==> src/hw/pps_pkg.sv <==
// Constants, field layout and carrier types of the PLL pre-divider and
// deep-sleep voltage configuration block.
// Assumes one 200 MHz system clock and an AHB-Lite register bus.
//
// Function
// - Bit 30 picks the main PLL reference: crystal at 0, 48 MHz RC at 1.
// - Bit 29 is the ADC prescaler top bit; low bits sit elsewhere.
// - Bit 18 picks second audio clock: system at 0, 2x third PLL at 1.
// - Bit 17 picks first audio clock: system at 0, 2x third PLL at 1.
// - Bit 16 feeds first pre-divider: reference at 0, second PLL at 1.
// - Bits 15:12 give third PLL factor 8..14, 16 or 20; others reserved.
// - Bits 11:8 set the second PLL factor with the same code table.
// - Bits 7:4 divide the second pre-divider input by value plus one.
// - Bits 3:0 divide the first pre-divider input by value plus one.
// - First pre-divider bit 0 is one flop shared with companion bit 17.
// - Voltage code 00/01/10/11 asks for 1.0/0.9/0.8/1.2 V in deep-sleep.
// - Both registers reset to all zeros.
// - The voltage register takes byte, half and word writes per lane.

package pps_pkg;

  // ******************************************************************
  // Register map
  // ******************************************************************
  localparam logic [7:0]  PPS_OFS_CLOCK_CONFIG_SECOND = 8'h2c;
  localparam logic [7:0]  PPS_OFS_DEEP_SLEEP_VOLTAGE  = 8'h34;
  localparam logic [31:0] PPS_RST_CLOCK_CONFIG_SECOND = 32'h0000_0000;
  localparam logic [31:0] PPS_RST_DEEP_SLEEP_VOLTAGE  = 32'h0000_0000;
  localparam logic [31:0] PPS_WMASK_CLOCK_CONFIG      = 32'h6007_ffff;
  localparam logic [31:0] PPS_WMASK_SLEEP_VOLTAGE     = 32'h0000_0003;

  // ******************************************************************
  // Field positions
  // ******************************************************************
  localparam int PPS_POS_MAIN_PLL_REF     = 30;
  localparam int PPS_POS_ADC_PSC_MSB      = 29;
  localparam int PPS_POS_SECOND_AUDIO     = 18;
  localparam int PPS_POS_FIRST_AUDIO      = 17;
  localparam int PPS_POS_FIRST_PDIV_INSEL = 16;
  localparam int PPS_POS_THIRD_PLL_MF     = 12;
  localparam int PPS_POS_SECOND_PLL_MF    = 8;
  localparam int PPS_POS_SECOND_PDIV      = 4;
  localparam int PPS_POS_FIRST_PDIV       = 0;
  localparam int PPS_POS_SLEEP_VOLT       = 0;

  // ******************************************************************
  // Deep-sleep voltage in millivolts per code
  // ******************************************************************
  localparam logic [10:0] PPS_MV_CODE0 = 11'h3e8;
  localparam logic [10:0] PPS_MV_CODE1 = 11'h384;
  localparam logic [10:0] PPS_MV_CODE2 = 11'h320;
  localparam logic [10:0] PPS_MV_CODE3 = 11'h4b0;

  // ******************************************************************
  // AHB-Lite encodings
  // ******************************************************************
  localparam logic [2:0] PPS_HSIZE_BYTE = 3'h0;
  localparam logic [2:0] PPS_HSIZE_HALF = 3'h1;
  localparam logic       PPS_HRESP_OKAY = 1'h0;

  // Bus slave states
  typedef enum logic [1:0] {
    PPS_BUS_IDLE    = 2'b00,
    PPS_BUS_WRITE   = 2'b01,
    PPS_BUS_RD_WAIT = 2'b10,
    PPS_BUS_RD_DONE = 2'b11
  } pps_bus_state_t;

  // Configuration presented to the clock tree
  typedef struct packed {
    logic        main_pll_ref_select;
    logic [3:0]  adc_clock_prescaler;
    logic        second_audio_clock_select;
    logic        first_audio_clock_select;
    logic        first_prediv_input_select;
    logic [3:0]  third_pll_multiplier;
    logic [4:0]  third_pll_factor;
    logic        third_pll_code_reserved;
    logic [3:0]  second_pll_multiplier;
    logic [4:0]  second_pll_factor;
    logic        second_pll_code_reserved;
    logic [3:0]  second_predivider;
    logic [3:0]  first_predivider;
    logic [1:0]  sleep_core_voltage_code;
    logic [10:0] sleep_core_millivolts;
  } pps_clk_cfg_t;

  // Clock source ticks, one-cycle strobes in the system clock domain
  typedef struct packed {
    logic external_fast_crystal;
    logic internal_rc_48m_clock;
    logic second_pll_output;
  } pps_src_tick_t;

endpackage : pps_pkg

==> src/hw/pps_cfg_regs.sv <==
// Clock configuration register (second) and deep-sleep voltage register,
// an AHB-Lite slave with its pre-divider clock paths.
// Assumes a single AHB-Lite master; hready comes back from hreadyout.
// The companion configuration register sits outside and shares one bit.

module pps_cfg_regs
  import pps_pkg::*;
(
  input  wire logic          clk_sys,
  input  wire logic          rst,
  // AHB-Lite slave
  input  wire logic          hsel,
  input  wire logic [31:0]   haddr,
  input  wire logic [1:0]    htrans,
  input  wire logic          hwrite,
  input  wire logic [2:0]    hsize,
  input  wire logic [31:0]   hwdata,
  input  wire logic          hready,
  output logic [31:0]        hrdata,
  output logic               hreadyout,
  output logic               hresp,
  // Companion register view
  input  wire logic [2:0]    adc_psc_low_bits,
  input  wire logic          companion_bit_write,
  input  wire logic          companion_bit_wdata,
  output logic               shared_prediv_bit,
  // Clock source ticks and derived ticks
  input  wire pps_src_tick_t src_tick,
  input  wire logic          second_prediv_in_tick,
  output logic               main_pll_ref_tick,
  output logic               first_prediv_tick,
  output logic               second_prediv_tick,
  // Decoded configuration
  output pps_clk_cfg_t       clk_cfg
);

  // ******************************************************************
  // Multiplier code decode
  // ******************************************************************
  function automatic logic [5:0] mf_decode(input logic [3:0] code);
    logic [5:0] res;
    res = 6'h01;
    case (code)
      4'h6:    res = 6'h10;
      4'h7:    res = 6'h12;
      4'h8:    res = 6'h14;
      4'h9:    res = 6'h16;
      4'ha:    res = 6'h18;
      4'hb:    res = 6'h1a;
      4'hc:    res = 6'h1c;
      4'he:    res = 6'h20;
      4'hf:    res = 6'h28;
      default: res = 6'h01;
    endcase
    return res;
  endfunction : mf_decode

  // ******************************************************************
  // Declarations
  // ******************************************************************
  pps_bus_state_t state_reg;
  pps_bus_state_t state_next;
  logic [7:0]     addr_reg;
  logic [1:0]     size_reg;
  logic [31:0]    cfg_reg;
  logic [31:0]    cfg_next;
  logic [31:0]    dsv_reg;
  logic [31:0]    dsv_next;
  logic [31:0]    hrdata_reg;
  logic [31:0]    hrdata_next;
  logic           take;
  logic           take_wr;
  logic           take_rd;
  logic           data_wr;
  logic [3:0]     lanes;
  logic [31:0]    lane_mask;
  logic           hit_cfg;
  logic           hit_dsv;
  logic [31:0]    cfg_wmask;
  logic [31:0]    dsv_wmask;
  logic           bus_hits_bit0;
  logic [31:0]    read_value;
  logic [5:0]     third_mf;
  logic [5:0]     second_mf;
  logic           first_prediv_in;
  logic [10:0]    millivolts;

  // ******************************************************************
  // Address phase
  // ******************************************************************
  // A transfer is taken on a valid NONSEQ/SEQ with hready high
  assign take    = hsel && htrans[1] && hready;
  assign take_wr = take && hwrite;
  assign take_rd = take && !hwrite;

  // Bus slave sequencing: writes take no wait, reads one wait state
  always_comb begin
    state_next = state_reg;
    case (state_reg)
      PPS_BUS_RD_WAIT: begin
        state_next = PPS_BUS_RD_DONE;
      end
      PPS_BUS_IDLE,
      PPS_BUS_WRITE,
      PPS_BUS_RD_DONE: begin
        if (take_wr) begin
          state_next = PPS_BUS_WRITE;
        end else if (take_rd) begin
          state_next = PPS_BUS_RD_WAIT;
        end else begin
          state_next = PPS_BUS_IDLE;
        end
      end
      default: begin
        state_next = PPS_BUS_IDLE;
      end
    endcase
  end

  // State and captured address phase
  always_ff @(posedge clk_sys or posedge rst) begin
    if (rst) begin
      state_reg <= PPS_BUS_IDLE;
      addr_reg  <= 8'h00;
      size_reg  <= 2'h0;
    end else begin
      state_reg <= state_next;
      if (take) begin
        addr_reg <= haddr[7:0];
        size_reg <= hsize[1:0];
      end
    end
  end

  // ******************************************************************
  // Data phase decode
  // ******************************************************************
  assign data_wr = (state_reg == PPS_BUS_WRITE);

  // Only the two documented word offsets decode
  assign hit_cfg =
      (addr_reg[7:2] == PPS_OFS_CLOCK_CONFIG_SECOND[7:2]);
  assign hit_dsv =
      (addr_reg[7:2] == PPS_OFS_DEEP_SLEEP_VOLTAGE[7:2]);

  // Byte lanes from transfer size and low address bits
  assign lanes =
      (size_reg == PPS_HSIZE_BYTE[1:0]) ? (4'h1 << addr_reg[1:0])
    : (size_reg == PPS_HSIZE_HALF[1:0]) ? (addr_reg[1] ? 4'hc : 4'h3)
    : 4'hf;

  // Expand lanes to a bit mask, one byte per lane
  genvar g;
  generate
    for (g = 0; g < 4; g++) begin : g_lane
      assign lane_mask[8*g +: 8] = {8{lanes[g]}};
    end
  endgenerate

  // Reserved positions never take written values
  assign cfg_wmask = (data_wr && hit_cfg)
                   ? (lane_mask & PPS_WMASK_CLOCK_CONFIG)
                   : 32'h0000_0000;
  assign dsv_wmask = (data_wr && hit_dsv)
                   ? (lane_mask & PPS_WMASK_SLEEP_VOLTAGE)
                   : 32'h0000_0000;

  assign bus_hits_bit0 = cfg_wmask[PPS_POS_FIRST_PDIV];

  // ******************************************************************
  // Register update
  // ******************************************************************
  // Merge written lanes; companion write reaches the shared bit unless a bus write hits bit 0 in the same cycle
  always_comb begin
    cfg_next = (cfg_reg & ~cfg_wmask) | (hwdata & cfg_wmask);
    if (companion_bit_write && !bus_hits_bit0) begin
      cfg_next[PPS_POS_FIRST_PDIV] = companion_bit_wdata;
    end
    dsv_next = (dsv_reg & ~dsv_wmask) | (hwdata & dsv_wmask);
  end

  // Storage, cleared by system reset
  always_ff @(posedge clk_sys or posedge rst) begin
    if (rst) begin
      cfg_reg <= PPS_RST_CLOCK_CONFIG_SECOND;
      dsv_reg <= PPS_RST_DEEP_SLEEP_VOLTAGE;
    end else begin
      cfg_reg <= cfg_next;
      dsv_reg <= dsv_next;
    end
  end

  // ******************************************************************
  // Read path
  // ******************************************************************
  // Unmapped offsets read zero
  assign read_value =
      hit_cfg ? (cfg_reg & PPS_WMASK_CLOCK_CONFIG)
    : hit_dsv ? (dsv_reg & PPS_WMASK_SLEEP_VOLTAGE)
    : 32'h0000_0000;

  assign hrdata_next = (state_reg == PPS_BUS_RD_WAIT) ? read_value
                                                      : hrdata_reg;

  // Read data held until the next read
  always_ff @(posedge clk_sys or posedge rst) begin
    if (rst) begin
      hrdata_reg <= 32'h0000_0000;
    end else begin
      hrdata_reg <= hrdata_next;
    end
  end

  assign hrdata    = hrdata_reg;
  assign hreadyout = (state_reg != PPS_BUS_RD_WAIT);
  assign hresp     = PPS_HRESP_OKAY;

  // ******************************************************************
  // Clock source paths
  // ******************************************************************
  // Main PLL reference: crystal when clear, 48 MHz RC when set
  assign main_pll_ref_tick = cfg_reg[PPS_POS_MAIN_PLL_REF]
                           ? src_tick.internal_rc_48m_clock
                           : src_tick.external_fast_crystal;

  // First pre-divider input: reference or second PLL
  assign first_prediv_in = cfg_reg[PPS_POS_FIRST_PDIV_INSEL]
                         ? src_tick.second_pll_output
                         : main_pll_ref_tick;

  // First pre-divider, divide by field plus one
  pps_predivider u_first_prediv (
    .clk_sys  (clk_sys),
    .rst      (rst),
    .in_tick  (first_prediv_in),
    .ratio    (cfg_reg[PPS_POS_FIRST_PDIV +: 4]),
    .out_tick (first_prediv_tick)
  );

  // Second pre-divider, divide by field plus one
  pps_predivider u_second_prediv (
    .clk_sys  (clk_sys),
    .rst      (rst),
    .in_tick  (second_prediv_in_tick),
    .ratio    (cfg_reg[PPS_POS_SECOND_PDIV +: 4]),
    .out_tick (second_prediv_tick)
  );

  // ******************************************************************
  // Decoded configuration
  // ******************************************************************
  assign third_mf  = mf_decode(cfg_reg[PPS_POS_THIRD_PLL_MF +: 4]);
  assign second_mf = mf_decode(cfg_reg[PPS_POS_SECOND_PLL_MF +: 4]);

  // Deep-sleep voltage code to millivolts
  assign millivolts =
      (dsv_reg[1:0] == 2'h0) ? PPS_MV_CODE0
    : (dsv_reg[1:0] == 2'h1) ? PPS_MV_CODE1
    : (dsv_reg[1:0] == 2'h2) ? PPS_MV_CODE2
    : PPS_MV_CODE3;

  // Field view for the clock tree and power controller
  assign clk_cfg.main_pll_ref_select = cfg_reg[PPS_POS_MAIN_PLL_REF];
  assign clk_cfg.adc_clock_prescaler =
      {cfg_reg[PPS_POS_ADC_PSC_MSB], adc_psc_low_bits};
  assign clk_cfg.second_audio_clock_select =
      cfg_reg[PPS_POS_SECOND_AUDIO];
  assign clk_cfg.first_audio_clock_select =
      cfg_reg[PPS_POS_FIRST_AUDIO];
  assign clk_cfg.first_prediv_input_select =
      cfg_reg[PPS_POS_FIRST_PDIV_INSEL];
  assign clk_cfg.third_pll_multiplier = cfg_reg[PPS_POS_THIRD_PLL_MF +: 4];
  assign clk_cfg.third_pll_factor         = third_mf[5:1];
  assign clk_cfg.third_pll_code_reserved  = third_mf[0];
  assign clk_cfg.second_pll_multiplier =
      cfg_reg[PPS_POS_SECOND_PLL_MF +: 4];
  assign clk_cfg.second_pll_factor        = second_mf[5:1];
  assign clk_cfg.second_pll_code_reserved = second_mf[0];
  assign clk_cfg.second_predivider = cfg_reg[PPS_POS_SECOND_PDIV +: 4];
  assign clk_cfg.first_predivider  = cfg_reg[PPS_POS_FIRST_PDIV +: 4];
  assign clk_cfg.sleep_core_voltage_code =
      dsv_reg[PPS_POS_SLEEP_VOLT +: 2];
  assign clk_cfg.sleep_core_millivolts = millivolts;

  // Shared storage bit seen by the companion register
  assign shared_prediv_bit = cfg_reg[PPS_POS_FIRST_PDIV];

endmodule : pps_cfg_regs

==> src/hw/pps_predivider.sv <==
// Divide-by-(ratio+1) tick divider for the pre-divider stages.
// Assumes the input tick is a one-cycle strobe in the clk_sys domain.

module pps_predivider
  import pps_pkg::*;
(
  input  wire logic       clk_sys,
  input  wire logic       rst,
  input  wire logic       in_tick,
  input  wire logic [3:0] ratio,
  output logic            out_tick
);

  logic [3:0] count_reg;
  logic [3:0] count_next;
  logic       wrap;
  logic       out_tick_reg;

  // ******************************************************************
  // Count input ticks, emit one per ratio+1 of them
  // ******************************************************************
  assign wrap       = in_tick && (count_reg >= ratio);
  assign count_next = wrap ? 4'h0
                    : (in_tick ? count_reg + 4'h1 : count_reg);

  // Counter and registered output strobe
  always_ff @(posedge clk_sys or posedge rst) begin
    if (rst) begin
      count_reg    <= 4'h0;
      out_tick_reg <= 1'b0;
    end else begin
      count_reg    <= count_next;
      out_tick_reg <= wrap;
    end
  end

  assign out_tick = out_tick_reg;

endmodule : pps_predivider

==> config.mk <==
export PLATFORM = sky130hd
export DESIGN_NAME = pps_cfg_regs
export DESIGN_NICKNAME = d
export VERILOG_FILES = /design/src/hw/pps_pkg.sv /design/src/hw/pps_cfg_regs.sv /design/src/hw/pps_predivider.sv
export SDC_FILE = /design/constraint.sdc
export NUM_CORES = 1
export LEC_CHECK = 0
export BUFFER_PORTS_ARGS = -buffer_cell sky130_fd_sc_hd__clkbuf_2
export CAP_MARGIN = 5
export CORE_UTILIZATION = 46
export CTS_BUF_LIST = sky130_fd_sc_hd__clkbuf_16
export CTS_CLUSTER_SIZE = 8
export DETAILED_ROUTE_END_ITERATION = 12
export PLACE_DENSITY = 0.84
export SLEW_MARGIN = 20
export SYNTH_ARGS = -nofsm -noshare
export SYNTH_HDL_FRONTEND = slang
export SYNTH_SLANG_ARGS = --single-unit
==> constraint.sdc <==
create_clock -name clk_sys -period 2.9 [get_ports clk_sys]
set_input_delay 0.58 -clock clk_sys [delete_from_list [all_inputs] [get_ports clk_sys]]
set_output_delay 0.58 -clock clk_sys [all_outputs]
set_load 0.01 [all_outputs]
* Word-level counts from Yosys, hierarchy flattened *
Memories as Yosys holds them, arrays and structs flattened.
Index checks and enable logic that the tools add are counted.

operators by class
  bitwise gates (word level) = 8
  magnitude comparators = 2
  reduce and logical (&&, ||, !) cells = 17
  add/subtract/negate cells = 2
  eq/ne operators = 9
  shift operators = 1
  mux-type cells = 20

operators by type and width
  kind                                                 number
  AND 32 bit                                           2
  bitwise OR 32 bit                                    2
  two-way mux 31 bit                                   2
  two-way mux 11 bit                                   3
  AND 32 x 2 -> 32 bit                                 1
  AND 32 x 31 -> 32 bit                                1
  NOT 2 -> 32 bit                                      1
  NOT 31 -> 32 bit                                     1
  two-way mux 4 bit                                    7
  equality test 6 x 4 -> 1 bit, second input constant  2
  logical AND 1 bit                                    9
  adder 4 x 1 -> 4 bit, second input constant          2
  greater-or-equal comparator 4 bit                    2
  two-way mux 2 bit                                    4
  equality test 2 x 1 -> 1 bit, second input constant  3
  equality test 2 bit, second input constant           3
  zero test 2 bit                                      3
  one-hot mux 2 bit (2 select lines)                   1
  nonzero test 2 bit                                   2
  left shift 1 x 2 -> 4 bit, first input constant      1
  two-way mux 1 bit                                    3
  OR reduction 3 bit                                   1
  zero test 1 bit                                      2
  != test 2 bit, second input constant                 1

storage, ports and cells
  flip-flop bits (word level) = 118
  input port bits = 83
  memories kept = 2
  memory bits (read-only) = 192
  output and inout bits = 87
  word-level logic and storage cells = 71

memory list
  memory           words  bits a word  read ports  clocked after memory_dff  write ports  RTL line            RTL
  (no name shown)  16     6            1           0                         0            pps_cfg_regs.sv:43  case (code)
  (no name shown)  16     6            1           0                         0            pps_cfg_regs.sv:43

* Longest topological paths before layout *
  depth in word-level cells = 8
  gate-level depth with buffers = 6
  mapped depth without buffers = 6

* By module *
A second synthesis with hierarchy kept.

second synthesis, totals
  cell total of the unflattened synthesis = 325
  area total of the unflattened synthesis = 3450.8 µm²

modules (own cells, without submodules)
  module                            times used  sequential area each (µm²)  cells an instance  area an instance (µm²)
  pps_cfg_regs                      1           1401.3                      255                2786.4
  pps_predivider (u_second_prediv)  1           125.1                       35                 334.1
  pps_predivider (u_first_prediv)   1           125.1                       35                 330.3

* Least setup slack after synthesis *
No wires, ideal clock.

  path kind = register to output
  start = register with a tool-made name
  end = output port clk_cfg[24] (netlist name)
  required time = 2.320 ns
  stages on the path, launching flop included = 4
  path slack = 1.142 ns
  arrival = 1.178 ns
  path buffers = 0
  path through = dfrtp_1 -> inv_1 -> ha_1 -> a211oi_1

RTL lines
  item              RTL line            RTL
  end: declaration  pps_cfg_regs.sv:34  output pps_clk_cfg_t clk_cfg

==> run metrics <==
Worst path max stage delay between 0.4 and 0.5 ns; antenna cells 0; drt pass-1 iters 4; RSZ-0062 raised after global routing no; CTS tree yes; post-route setup slack about 0.74 ns; Total Wirelength slightly below 7 mm; Flop pwr share 0.437; Synth warnings 0; status finished clean; Post-Syn Area 3343 um2; Crit path max-delay family flip-flops; DRT iter0 DRCs 89; vias per cell between 4 and 5; row count 30; Clock Power Share 0.351; Tot GR Track Use 0.1960; critical path endpoint category output port; Worst EP required 2.32 ns; maximum VDD drop roughly 0.31 mV; Crit path buffers/inverters 2; pre-CTS setup slack between 0.7 and 0.8 ns; final setup vio count 0; sw frac 0.2968; Slew Limit Fails 0; first-pass GRT wire length 11.34 mm; setup bufs post-CTS 0; Pleak approximately 0.0021 uW; antenna-violating nets left 0; Async SR Flop Fraction 1.000; Post-DP Area between 3000 and 4000 um2; cell area after layout 4154 um2; pwr/cell area roughly 620 nW/um2; final hold vios 0; max_cap viols 0; post-CTS resize count 0; R2R cell count 4; Max Clock Freq around 0.46 GHz; Yosys cell types 33; fillcell total just under 600; cells along the critical path inv_1 > ha_1 > a211oi_1 > clkbuf_2; die width approximately 87 um; cell count after synthesis 320; Period minus WS final between 2 and 2.5 ns; GRT overflow 0; Reg clk slew, reported paths 0.05 ns; Reg-to-Reg Start addr_reg[6]; nets 527; DRC 0; CTS Buffer Depth 2; initial antenna violation count 0; Combinational Power Share 0.212; Worst setup SP type register; gpl congestion around 0.78; number of synthesized flops with an enable pin 0; vias approximately 2600; count leader, synth dfrtp_1; Primary FF master, synth dfrtp_1; routed length per instance around 13 um; fin crit share 0.7458; Seq/Total Area, Yosys 0.4940; crit path max fanout 8; Seq cells post-synth 66; Post-synth top cells dfrtp_1, nand2_1, mux2_2; Hold WS between 0.1 and 0.15 ns; arrival time worst endpoint about 1.6 ns; number of global-route vias before repair between 2000 and 3000; Critical-path top delay cell dfrtp_1; Layout area overhead 24.25%; largest area contributor in the netlist dfrtp_1; ratio of cells with drive above 1 in the final layout 0.3935; Slew HR 0.6042; critical path type reg -> out; Int Pwr around 1800 uW; Sw Pwr 769.3 uW; largest net degree at the start of global routing 45; Synth area leaders dfrtp_1, mux2_2, ha_1; Mean Syn Cell Area between 10 and 15 um2; Starting Density 0.4841; H-Tree Depth 3; hold-fix buffers at CTS 0; CTS Sinks 66; IO Count 170; setup_tns 0 ns; Core Area ~7000 um2; setup skew after layout 0.004983 ns; CTS Buf Count 9; Hold WC Path Type in -> async; hpwl dp between 5 and 6 mm; die height slightly below 90 um; die area between 7000 and 8000 um2; worst slew pin tran 0.5931 ns; Worst-Skew Late Latency about 0.32 ns; I/O Buffers roughly 110; r2r setup slk 0.82 ns; post-synth top area share 0.4940; Root Driver clkbuf_16
[power groups by stage]
stage                     clock, uW  sequential [uW]  combinational, uW
after floorplan                   0             1150                379
after global placement            0             1140                535
after detailed placement          0             1150                554
after CTS                       932             1140                558
after global routing            972             1150                629
final                           909             1130                549
[cell families (layout without fill, tap and decap cells)]
group	after synthesis	after routing	share of synthesized area
AND/OR/NAND/NOR	82	82	0.1265
buffers and inverters	60	159	0.09094
other	1	14	0.001122
AO/OA/AOI/OAI	59	59	0.1067
adder cells (fa/ha/maj)	16	16	0.05988
flip-flops	66	66	0.4940
multiplexers	36	36	0.1209
[routing by layer]
| layer | wire length, um | GRT usage | vias up |
|---|---|---|---|
| li1 | - | - | 1280 |
| met1 | 2867 | 0.2278 | 1222 |
| met2 | 3414 | 0.3388 | 101 |
| met3 | 431 | 0.04929 | 15 |
| met4 | 144 | 0.09240 | 0 |
| met5 | 0 | 0 | - |
[how the worst max path moves through the flow]
stage                            from                    endpoint  slack [ns]  cells past startpoint
after CTS                    register                 clk_cfg[24]        0.73                      4
after global placement    addr_reg[6]                    register        0.86                      4
after global routing         register                 clk_cfg[24]        0.63                      4
after detailed placement  addr_reg[6]                    register        0.79                      4
after floorplan                   rst  asynchronous set/reset pin        0.67                      1
final                        register                 clk_cfg[24]        0.74                      4
[stage by stage]
stage,util,instances,total power (uW)
final,0.6014,528,2592
after global routing,0.6014,528,2752
after CTS,0.6014,528,2625
after detailed placement,0.5652,513,1704
after global placement,0.5652,513,1676
after floorplan,-,333,1527
[final cells by class]
| class | instances | area, um2 | share of cell area |
|---|---|---|---|
| Tap cell | 96 | 120.1 | 0.02892 |
| Inverter | 28 | 105.1 | 0.02530 |
| Timing Repair Buffer | 116 | 590.6 | 0.1422 |
| Clock buffer | 9 | 225.2 | 0.05422 |
| Clock inverter | 6 | 25.02 | 0.006024 |
| Sequential cell | 66 | 1652 | 0.3976 |
| Multi-Input combinational cell | 207 | 1436 | 0.3458 |
[placed cells by master, fill, tap and decap left out, types with 2 or more instances in the layout]
cell type / netlist / final
mux2_2: 35 / 35
o2111ai_1: 2 / 2
o21ai_0: 27 / 27
clkinv_1: 0 / 4
nor2_1: 9 / 9
nor3b_1: 4 / 4
o22ai_1: 3 / 3
o31ai_1: 2 / 2
ha_1: 16 / 16
nor3b_4: 2 / 2
inv_1: 28 / 27
a22oi_1: 2 / 2
buf_4: 21 / 4
o211ai_1: 2 / 2
a31oi_1: 2 / 2
dfrtp_1: 66 / 66
a31o_2: 2 / 2
clkbuf_2: 0 / 112
conb_1: 1 / 14
a211oi_1: 2 / 2
a21oi_1: 11 / 11
and3_1: 3 / 3
nand3_1: 6 / 6
nand2b_1: 8 / 8
nand2_1: 47 / 47
clkbuf_16: 0 / 9
clkinv_2: 0 / 2
Note: power is estimated with default switching activity, not from simulation.
